==> config.mk <==
export PLATFORM = sky130hd
export DESIGN_NAME = cdcpbc_config_bank
export DESIGN_NICKNAME = d
export VERILOG_FILES = /design/src/cdcpbc_config_bank.v
export VERILOG_INCLUDE_DIRS = /design/src
export SDC_FILE = /design/constraint.sdc
export NUM_CORES = 1
export LEC_CHECK = 0
export ABC_CLOCK_PERIOD_IN_PS = 1950
export BUFFER_PORTS_ARGS = -buffer_cell sky130_fd_sc_hd__buf_2
export CORE_ASPECT_RATIO = 0.9
export CORE_UTILIZATION = 43
export DETAILED_ROUTE_END_ITERATION = 8
export PLACE_DENSITY = 0.7
export RECOVER_POWER = 25
export SYNTH_ARGS = -nofsm -noshare
export SYNTH_HDL_FRONTEND = slang
export SYNTH_SLANG_ARGS = --single-unit
==> constraint.sdc <==
create_clock -name clk -period 1.95 [get_ports clk]
set_input_delay 0.195 -clock clk [delete_from_list [all_inputs] [get_ports clk]]
set_output_delay 0.195 -clock clk [all_outputs]
set_load 0.1 [all_outputs]
==> src/cdcpbc_consts.vh <==
// Offsets, field positions, reset values and result count of the configuration bank
`ifndef CDCPBC_CONSTS_VH
`define CDCPBC_CONSTS_VH

`define CDCPBC_ADDR_W 6
`define CDCPBC_OFF_PORT 6'h21
`define CDCPBC_OFF_BGAP 6'h22
`define CDCPBC_OFF_GAIN 6'h23
`define CDCPBC_OFF_UNUSED_A 6'h24
`define CDCPBC_OFF_UNUSED_B 6'h25
`define CDCPBC_OFF_BGTIME 6'h26
`define CDCPBC_OFF_PULSE 6'h27
`define CDCPBC_OFF_CRATIO 6'h28
`define CDCPBC_OFF_RRATIO 6'h29
`define CDCPBC_OFF_ALARM 6'h2A

`define CDCPBC_PORT_DIR_MSB 7
`define CDCPBC_PORT_DIR_LSB 4
`define CDCPBC_PORT_PU_MSB 3
`define CDCPBC_PORT_PU_LSB 0
`define CDCPBC_BG_READEND 7
`define CDCPBC_BG_PROC 6
`define CDCPBC_REFERENCE_ALWAYS_ON 5
`define CDCPBC_BG_AUTO 4
`define CDCPBC_PULSE1_MSB 7
`define CDCPBC_PULSE1_LSB 4
`define CDCPBC_PULSE0_MSB 3
`define CDCPBC_PULSE0_LSB 0
`define CDCPBC_AL_B_SRC 7
`define CDCPBC_AL_B_POL 6
`define CDCPBC_AL_A_SRC 5
`define CDCPBC_AL_A_POL 4
`define CDCPBC_AL_UPD 3
`define CDCPBC_AL_FIXED 2
`define CDCPBC_AL_RMED 1
`define CDCPBC_AL_CMED 0

`define CDCPBC_RST_PORT 8'hF0
`define CDCPBC_RST_BGAP 8'h07
`define CDCPBC_RST_GAIN 8'h40
`define CDCPBC_RST_ZERO 8'h00
`define CDCPBC_NUM_RESULTS 8

`endif

==> src/cdcpbc_config_bank.v <==
// Configuration bank for port, bandgap, gain, pulse-source, alarm and filter settings
// Operation
// - High nibble at 0x21 sets port direction
// - Low nibble at 0x21 enables port pull-ups
// - 0x22 bit7 triggers refresh at reading end
// - 0x22 bit6 lets processor request refresh
// - 0x22 bit5 keeps bandgap permanently on
// - 0x22 bit4 starts conversion after power-on
// - 0x23 holds gain correction low byte
// - 0x27 high nibble selects pulse IF1 source
// - 0x27 low nibble selects pulse IF0 source
// - 0x28 stores capacitance ratio selection
// - 0x29 stores resistance ratio selection
// - Alarm source bits choose Z or Theta
// - Alarms drive ports 0 and 1 with polarity
// - 0x2A bit3 holds results until read
// - 0x2A bits1,0 enable median filters
`timescale 1ns/1ps
`include "cdcpbc_consts.vh"

module cdcpbc_config_bank #(
    parameter NUM_RESULTS = `CDCPBC_NUM_RESULTS
) (
    input wire clk,
    input wire rst,
    input wire regWrite,
    input wire regRead,
    input wire [5:0] regAddr,
    input wire [7:0] regWriteData,
    output reg [7:0] regReadData,
    output reg [3:0] portDirection,
    output reg [3:0] portPullupEnable,
    output reg readingEndRefresh,
    output reg processorRefresh,
    output reg referenceAlwaysOn,
    output reg powerOnAutoConvert,
    output reg [7:0] gainCorrection,
    output reg [7:0] referenceTiming,
    output reg [3:0] pulseIf1Source,
    output reg [3:0] pulseIf0Source,
    output reg [7:0] pulseIf1Result,
    output reg [7:0] pulseIf0Result,
    output reg [7:0] capRatioSelect,
    output reg [7:0] resRatioSelect,
    output reg [1:0] alarmOut,
    output reg [1:0] alarmOutEnable,
    output reg [7:0] resultUpdateEnable,
    output reg [1:0] medianFilterEnable,
    input wire readingEnd,
    input wire processorRefreshReq,
    output reg bandgapRefresh,
    output reg bandgapEnable,
    input wire powerOnDone,
    output reg autoConvertStart,
    input wire [NUM_RESULTS*8-1:0] resultBytes,
    input wire [NUM_RESULTS-1:0] resultUpdated,
    input wire [NUM_RESULTS-1:0] resultRead,
    input wire [1:0] alarmZ,
    input wire [1:0] alarmTheta
);

    reg [7:0] portReg;
    reg [7:0] bgapReg;
    reg [7:0] alarmReg;
    reg autoDone;
    reg [NUM_RESULTS-1:0] unreadResult;
    reg [7:0] next_readData;
    wire [7:0] gatedWrite;
    integer i;

    function [7:0] pickResult;
        input [3:0] sel;
        input [NUM_RESULTS*8-1:0] bytes;
        integer k;
        begin
            pickResult = 8'h00;
            for (k = 0; k < NUM_RESULTS; k = k + 1) begin
                if (sel == k[3:0]) begin
                    pickResult = bytes[k*8 +: 8];
                end
            end
        end
    endfunction

    // Fixed field forced so a careless write cannot set it
    assign gatedWrite = regWriteData & ~(8'h01 << `CDCPBC_AL_FIXED);

    always @(posedge clk) begin
        if (rst) begin
            portReg <= `CDCPBC_RST_PORT;
            bgapReg <= `CDCPBC_RST_BGAP;
            gainCorrection <= `CDCPBC_RST_GAIN;
            referenceTiming <= `CDCPBC_RST_ZERO;
            pulseIf1Source <= 4'h0;
            pulseIf0Source <= 4'h0;
            capRatioSelect <= `CDCPBC_RST_ZERO;
            resRatioSelect <= `CDCPBC_RST_ZERO;
            alarmReg <= `CDCPBC_RST_ZERO;
        end else if (regWrite) begin
            case (regAddr)
                `CDCPBC_OFF_PORT: portReg <= regWriteData;
                `CDCPBC_OFF_BGAP: bgapReg <= regWriteData;
                `CDCPBC_OFF_GAIN: gainCorrection <= regWriteData;
                `CDCPBC_OFF_BGTIME: referenceTiming <= regWriteData;
                `CDCPBC_OFF_PULSE: begin
                    pulseIf1Source <= regWriteData[`CDCPBC_PULSE1_MSB:`CDCPBC_PULSE1_LSB];
                    pulseIf0Source <= regWriteData[`CDCPBC_PULSE0_MSB:`CDCPBC_PULSE0_LSB];
                end
                `CDCPBC_OFF_CRATIO: capRatioSelect <= regWriteData;
                `CDCPBC_OFF_RRATIO: resRatioSelect <= regWriteData;
                `CDCPBC_OFF_ALARM: alarmReg <= gatedWrite;
                default: begin
                end
            endcase
        end
    end

    always @* begin
        case (regAddr)
            `CDCPBC_OFF_PORT: next_readData = portReg;
            `CDCPBC_OFF_BGAP: next_readData = bgapReg;
            `CDCPBC_OFF_GAIN: next_readData = gainCorrection;
            `CDCPBC_OFF_BGTIME: next_readData = referenceTiming;
            `CDCPBC_OFF_PULSE: next_readData = {pulseIf1Source, pulseIf0Source};
            `CDCPBC_OFF_CRATIO: next_readData = capRatioSelect;
            `CDCPBC_OFF_RRATIO: next_readData = resRatioSelect;
            `CDCPBC_OFF_ALARM: next_readData = alarmReg;
            default: next_readData = 8'h00;
        endcase
    end

    always @(posedge clk) begin
        if (rst) begin
            regReadData <= 8'h00;
        end else if (regRead) begin
            regReadData <= next_readData;
        end
    end

    // Decoded fields, registered so every output leaves a flip-flop
    always @(posedge clk) begin
        if (rst) begin
            portDirection <= 4'hF;
            portPullupEnable <= 4'h0;
            readingEndRefresh <= 1'b0;
            processorRefresh <= 1'b0;
            referenceAlwaysOn <= 1'b0;
            powerOnAutoConvert <= 1'b0;
            medianFilterEnable <= 2'h0;
            alarmOutEnable <= 2'h0;
        end else begin
            portDirection <= portReg[`CDCPBC_PORT_DIR_MSB:`CDCPBC_PORT_DIR_LSB];
            portPullupEnable <= portReg[`CDCPBC_PORT_PU_MSB:`CDCPBC_PORT_PU_LSB];
            readingEndRefresh <= bgapReg[`CDCPBC_BG_READEND];
            processorRefresh <= bgapReg[`CDCPBC_BG_PROC];
            referenceAlwaysOn <= bgapReg[`CDCPBC_REFERENCE_ALWAYS_ON];
            powerOnAutoConvert <= bgapReg[`CDCPBC_BG_AUTO];
            medianFilterEnable <= {alarmReg[`CDCPBC_AL_RMED], alarmReg[`CDCPBC_AL_CMED]};
            // Alarms only reach a port configured as output
            alarmOutEnable <= ~portReg[`CDCPBC_PORT_DIR_LSB+1:`CDCPBC_PORT_DIR_LSB];
        end
    end

    // Bandgap control
    always @(posedge clk) begin
        if (rst) begin
            bandgapRefresh <= 1'b0;
            bandgapEnable <= 1'b0;
        end else begin
            bandgapRefresh <= (bgapReg[`CDCPBC_BG_READEND] & readingEnd)
                | (bgapReg[`CDCPBC_BG_PROC] & processorRefreshReq);
            // Pulsed mode lets the refresh strobe power it briefly
            bandgapEnable <= bgapReg[`CDCPBC_REFERENCE_ALWAYS_ON] | bandgapRefresh;
        end
    end

    // One start per power-on; rearmed only by reset
    always @(posedge clk) begin
        if (rst) begin
            autoDone <= 1'b0;
            autoConvertStart <= 1'b0;
        end else begin
            autoConvertStart <= 1'b0;
            if (powerOnDone && !autoDone) begin
                autoDone <= 1'b1;
                autoConvertStart <= bgapReg[`CDCPBC_BG_AUTO];
            end
        end
    end

    always @(posedge clk) begin
        if (rst) begin
            pulseIf1Result <= 8'h00;
            pulseIf0Result <= 8'h00;
        end else begin
            pulseIf1Result <= pickResult(pulseIf1Source, resultBytes);
            pulseIf0Result <= pickResult(pulseIf0Source, resultBytes);
        end
    end

    // Alarm sources and polarity; polarity 1 inverts the active-high alarm
    always @(posedge clk) begin
        if (rst) begin
            alarmOut <= 2'h0;
        end else begin
            alarmOut[1] <= (alarmReg[`CDCPBC_AL_B_SRC] ? alarmTheta[1] : alarmZ[1])
                ^ alarmReg[`CDCPBC_AL_B_POL];
            alarmOut[0] <= (alarmReg[`CDCPBC_AL_A_SRC] ? alarmTheta[0] : alarmZ[0])
                ^ alarmReg[`CDCPBC_AL_A_POL];
        end
    end

    // Unread tracking; a new update wins over a same-cycle read
    always @(posedge clk) begin
        if (rst) begin
            unreadResult <= {NUM_RESULTS{1'b0}};
            resultUpdateEnable <= 8'hFF;
        end else begin
            for (i = 0; i < NUM_RESULTS; i = i + 1) begin
                if (resultUpdated[i]) begin
                    unreadResult[i] <= 1'b1;
                end else if (resultRead[i]) begin
                    unreadResult[i] <= 1'b0;
                end
                resultUpdateEnable[i] <= ~alarmReg[`CDCPBC_AL_UPD] | ~unreadResult[i]
                    | resultRead[i];
            end
        end
    end

endmodule

# Word level (Yosys, flattened, before mapping)
# Index checks and enable logic that the tools add are counted.
dict set report word_totals {
  out_inout_bits 93
  wordCells 145
  ff_bits 125
  inputBits 105
}
dict set report classes {
  n_eq_ne 22
  mux 35
  reduce_logical 21
  bitwise 33
}
# operator count
set op_table {}
lappend op_table {{2-to-1 mux 8 bit} 16}
lappend op_table {{case mux 8 bit (8 select lines)} 1}
lappend op_table {{== test 6 bit (second input constant)} 8}
lappend op_table {{== test 4 x 3 -> 1 bit (second input constant)} 8}
lappend op_table {{2-to-1 mux 1 bit} 18}
lappend op_table {{bitwise OR 1 bit} 18}
lappend op_table {{== test 4 x 2 -> 1 bit (second input constant)} 4}
lappend op_table {{AND reduction 2 bit} 8}
lappend op_table {{nonzero test 2 bit} 8}
lappend op_table {{inverter 1 bit} 10}
lappend op_table {{== test 4 x 1 -> 1 bit (second input constant)} 2}
lappend op_table {{zero test 4 bit} 2}
lappend op_table {{AND 1 bit} 2}
lappend op_table {{inverter 2 bit} 1}
lappend op_table {{OR reduction 2 bit} 1}
lappend op_table {{XOR 1 bit} 2}
lappend op_table {{logical AND 1 bit} 1}
lappend op_table {{zero test 1 bit} 1}

# Depth between registers and ports, before layout
dict set report depth {
  ltp_word 9
  depth_mapped 7
  ltp_nobuf 4
}

# Worst setup path before layout
# Ideal clock, no wire load.
dict set report synth_path {
  kind {register to register}
  start {reg pulseIf1Source[2]}
  end {reg pulseIf1Result[4]}
  path_slack_ns -0.377
  period_less_slack_ns 2.327
  setup_ns 0.086
  path_buffers 2
  path_stages_with_launch 7
  required_ns 1.864
  t_arrival_ns 2.242
  cell_sequence {dfxtp_1 -> buf_2 -> buf_2 -> nor3_1 -> a211o_1 -> a221o_1 -> a211oi_1}
}
dict set report synth_between {
  elab_chain_cells 9
  elab_cells_between_ends 16
  cone_classes {eq/ne (7); mux (8); reduce/logical (1)}
}
# element line_no
set synth_lines {}
lappend synth_lines {{start, declared} cdcpbc_config_bank.v:39} ;# output reg [3:0] pulseIf1Source,
lappend synth_lines {{start signal, assigned} cdcpbc_config_bank.v:106} ;# pulseIf1Source <= regWriteData[`CDCPBC_PULSE1_MSB:`CDCPBC_PULSE1_LSB];
lappend synth_lines {{zero test 4 bit} cdcpbc_config_bank.v:78} ;# if (sel == k[3:0]) begin
lappend synth_lines {{2-to-1 mux 8 bit (7 in a row)} cdcpbc_config_bank.v:78}
lappend synth_lines {{2-to-1 mux 8 bit *} cdcpbc_config_bank.v:78}
lappend synth_lines {{end signal, assigned} cdcpbc_config_bank.v:196} ;# pulseIf1Result <= pickResult(pulseIf1Source, resultBytes);
lappend synth_lines {{end, declared} cdcpbc_config_bank.v:41} ;# output reg [7:0] pulseIf1Result,
# Mark *: on every way between the ends. The rest lies on a longest branch, timed or not.
# A chain may end at the register's enable or synchronous reset.

# Worst setup path after layout
dict set report layout_path {
  start {reg pulseIf0Source[1]}
  end {out pulseIf0Source[1]}
}
# element line_no
set layout_lines {}
lappend layout_lines {{start, declared} cdcpbc_config_bank.v:40} ;# output reg [3:0] pulseIf0Source,
lappend layout_lines {{start signal, assigned} cdcpbc_config_bank.v:107} ;# pulseIf0Source <= regWriteData[`CDCPBC_PULSE0_MSB:`CDCPBC_PULSE0_LSB];
# No word-level cell between the ends.

==> results.sh <==
export IMPL_die_w_um=125
export IMPL_synth_warning_count=0
export IMPL_final_cell_mix="buf_2 (192), dfxtp_1 (120), nor2_1 (80)"
export IMPL_drv_cap=0
export IMPL_antenna_found_initial=0
export IMPL_core_rowCount=39
export IMPL_vias=5790
export IMPL_synth_main_ff_cell="dfxtp_1"
export IMPL_ios=198
export IMPL_synthArstFlopShare_pct=0
export IMPL_start_kind="register"
export IMPL_htreeDepth=4
export IMPL_floorplan_initialDensity_pct=45.1
export IMPL_final_common_cell="buf_2"
export IMPL_ir_drop_mv=0.666
export IMPL_arrival_ns=1.62
export IMPL_numCtsBuffers=17
export IMPL_setup_ws_ns=0.130
export IMPL_setup_viol_count_final=0
export IMPL_clkLatencyLatePin_ns=0.41
export IMPL_p_clk_share_pct=50.6
export IMPL_wl_met1_um=8480
export IMPL_synth_area_leaders="dfxtp_1 (43%), mux2i_1 (7.7%), nor2_1 (5.2%)"
export IMPL_clock_skew_ns=0.00532
export IMPL_dp_hpwl_um=13900
export IMPL_syn_area_per_cell_um2=9.25
export IMPL_crit_buf_inv=2
export IMPL_period_share_pct=93.3
export IMPL_io_buffers=197
export IMPL_met3_length_um=1150
export IMPL_synth_cell_types=47
export IMPL_final_util_pct=60.8
export IMPL_max_slew_worst_pin_slew_ns=0.803
export IMPL_tns_ns=0
export IMPL_synth_top_area_cell="dfxtp_1"
export IMPL_critPathTopFamily="buffers and inverters"
export IMPL_seqPwrFrac_pct=39.2
export IMPL_crit_slowest_cell="dfxtp_2"
export IMPL_fmax_mhz=549
export IMPL_end_kind="output port"
export IMPL_area_growth_pct=34.9
export IMPL_die_y_um=112
export IMPL_fillCellCount=1110
export IMPL_p_comb_share_pct=10.2
export IMPL_layout_min_cycle_time_ns=1.82
export IMPL_synth_edff_count=0
export IMPL_synth_top_area_share_pct=43.0
export IMPL_dieArea_um2=14000
export IMPL_gr_usage_all_layers_pct=27.2
export IMPL_crit_type="reg2out"
export IMPL_hold_viol_final=0
export IMPL_cts_root_buf="clkbuf_16"
export IMPL_required_ns=1.75
export IMPL_pre_cts_ws_ns=0.145
export IMPL_grt_max_degree=62
export IMPL_power_share_switching_pct=25.2
export IMPL_core_um2=12900
export IMPL_cellLeakagePower_nw=3.55
export IMPL_p_sw_mw=1.68
export IMPL_syn_cell_area_um2=5830
export IMPL_wl_per_cell_um=18.8
export IMPL_highest_layer="met4"
export IMPL_power_mw=6.67
export IMPL_synthCells=630
export IMPL_gp_congestion=0.909
export IMPL_firstDrtPassIters=5
export IMPL_seq_area_frac_synth_pct=43.0
export IMPL_crit_chain="buf_4 > clkbuf_4"
export IMPL_overflow=0
export IMPL_cts_buffer_depth=2
export IMPL_worst_path_max_fanout=15
export IMPL_tritoncts="built"
export IMPL_rsz0062_at_grt="no"
export IMPL_hold_path_class="in2reg"
export IMPL_wirelength_um=19200
export IMPL_layout_nets=947
export IMPL_grt_pass1_wl_um=29800
export IMPL_outcome="finished, final reports clean"
export IMPL_clock_sinks=125
export IMPL_p_per_area_nw_per_um2=849
export IMPL_intPower_mw=4.99
export IMPL_drc=0
export IMPL_grt_pass1_vias=5740
export IMPL_drt_iter0_drc=587
export IMPL_syn_nets=735
export IMPL_antenna_left=0
export IMPL_cpPeakStageDelay_ns=0.53
export IMPL_path_clk_slew_ns=0.06
export IMPL_dr_wl_met2_um=9060
export IMPL_relSlewSlack_pct=46.2
export IMPL_report_final_slew_viol_count=0
export IMPL_avgViaCountPerCell=5.68
export IMPL_drive_gt1_share_pct=35.7
export IMPL_synth_seq_cells=125
export IMPL_num_antenna_cells=0
registers in the layout, summed over array words and instances (netlist names), 8 cells and up:
signal / count
bgapReg: 8
capRatioSelect: 8
gainCorrection: 8
portReg: 8
pulseIf0Result: 8
pulseIf1Result: 8
referenceTiming: 8
regReadData: 8
resRatioSelect: 8
resultUpdateEnable: 8
unreadResult: 8
Yosys cell counts (all sizes together), types with 2 or more instances:
library cell,instances
mux2i,45
o2bb2ai,3
mux2,26
or2,4
nor2,81
o211ai,10
nand2,57
and2,3
nor2b,26
a211o,14
nand2b,9
nand4,2
o21ai,8
o22ai,5
inv,10
nand3,29
xor2,2
a21o,6
a21boi,2
buf,23
mux4,9
clkbuf,30
a221oi,9
nor3,9
a22o,8
a221o,7
a222oi,14
a21oi,33
a211oi,11
dfxtp,125
layout make-up:
type	count	area (um2)	share of cell area, %
Tap cell	164	205	2.61
Inverter	10	37.5	0.478
Multi-Input combinational cell	442	3050	38.8
Timing Repair Buffer	246	1420	18.1
Clock inverter	15	210	2.68
Clock buffer	17	425	5.41
Sequential cell	125	2510	32.0
worst paths after layout:
kind                                        start                end  slack [ns]  cells after the start
worst min register to register           autoDone           autoDone        0.46                      2
worst max-delay path            pulseIf0Source[1]  pulseIf0Source[1]        0.13                      2
worst min-delay path              resultBytes[61]  pulseIf1Result[5]        0.08                      3
worst max register to register  pulseIf1Source[1]  pulseIf1Result[0]        0.17                      5
power groups by stage:
stage / registers (mW) / clock network (mW) / logic, mW
final: 2.61 / 3.38 / 0.683
after global routing: 2.61 / 3.54 / 0.719
after CTS: 2.61 / 3.42 / 0.677
after detailed placement: 2.67 / 0 / 0.647
after global placement: 2.67 / 0 / 0.634
after floorplan: 2.85 / 0 / 0.234
worst register-to-register path: stages (launching register included):
cell	delay, ns
dfxtp_2	0.65
buf_4	0.28
mux2_2	0.18
nand2_1	0.05
a221o_1	0.30
a211oi_1	0.23
layer usage:
layer / vias up / GRT usage [%]
li1: 2704 / -
met1: 2802 / 35.3
met2: 241 / 44.9
met3: 43 / 5.48
met4: 0 / 10.1
met5: - / 0
cells by family after synthesis:
group / count (synthesis) / synth area share (%)
and+or+nand+nor: 229 / 19.1
AOI/OAI and AO/OA: 131 / 16.7
DFF: 125 / 43.0
muxes: 80 / 16.2
buffers and inverters: 63 / 4.75
xor gates and xnor gates: 2 / 0.301
stage by stage:
| step | cell area (um2) | cells | hold WS, ns |
|---|---|---|---|
| 6_report | 7860 | 1019 | 0.0840 |
| 3_5_place_dp | 7040 | 968 | 0.397 |
| 5_1_grt | 7860 | 1019 | 0.0906 |
| 4_1_cts | 7870 | 1019 | 0.0703 |
| 2_1_floorplan | 5830 | 630 | 0.306 |
| 3_3_place_gp | 7040 | 968 | 0.393 |
repair_timing:
item | 4_1_cts | 5_1_grt
endpoints found under the setup margin | 0 | 1
resized for setup | 0 | 1
buffers inserted | 0 | 0
hold buffers | 19 | 0
endpoints found under the hold margin | 18 | 0
Note: power is estimated with default switching activity, not from simulation.
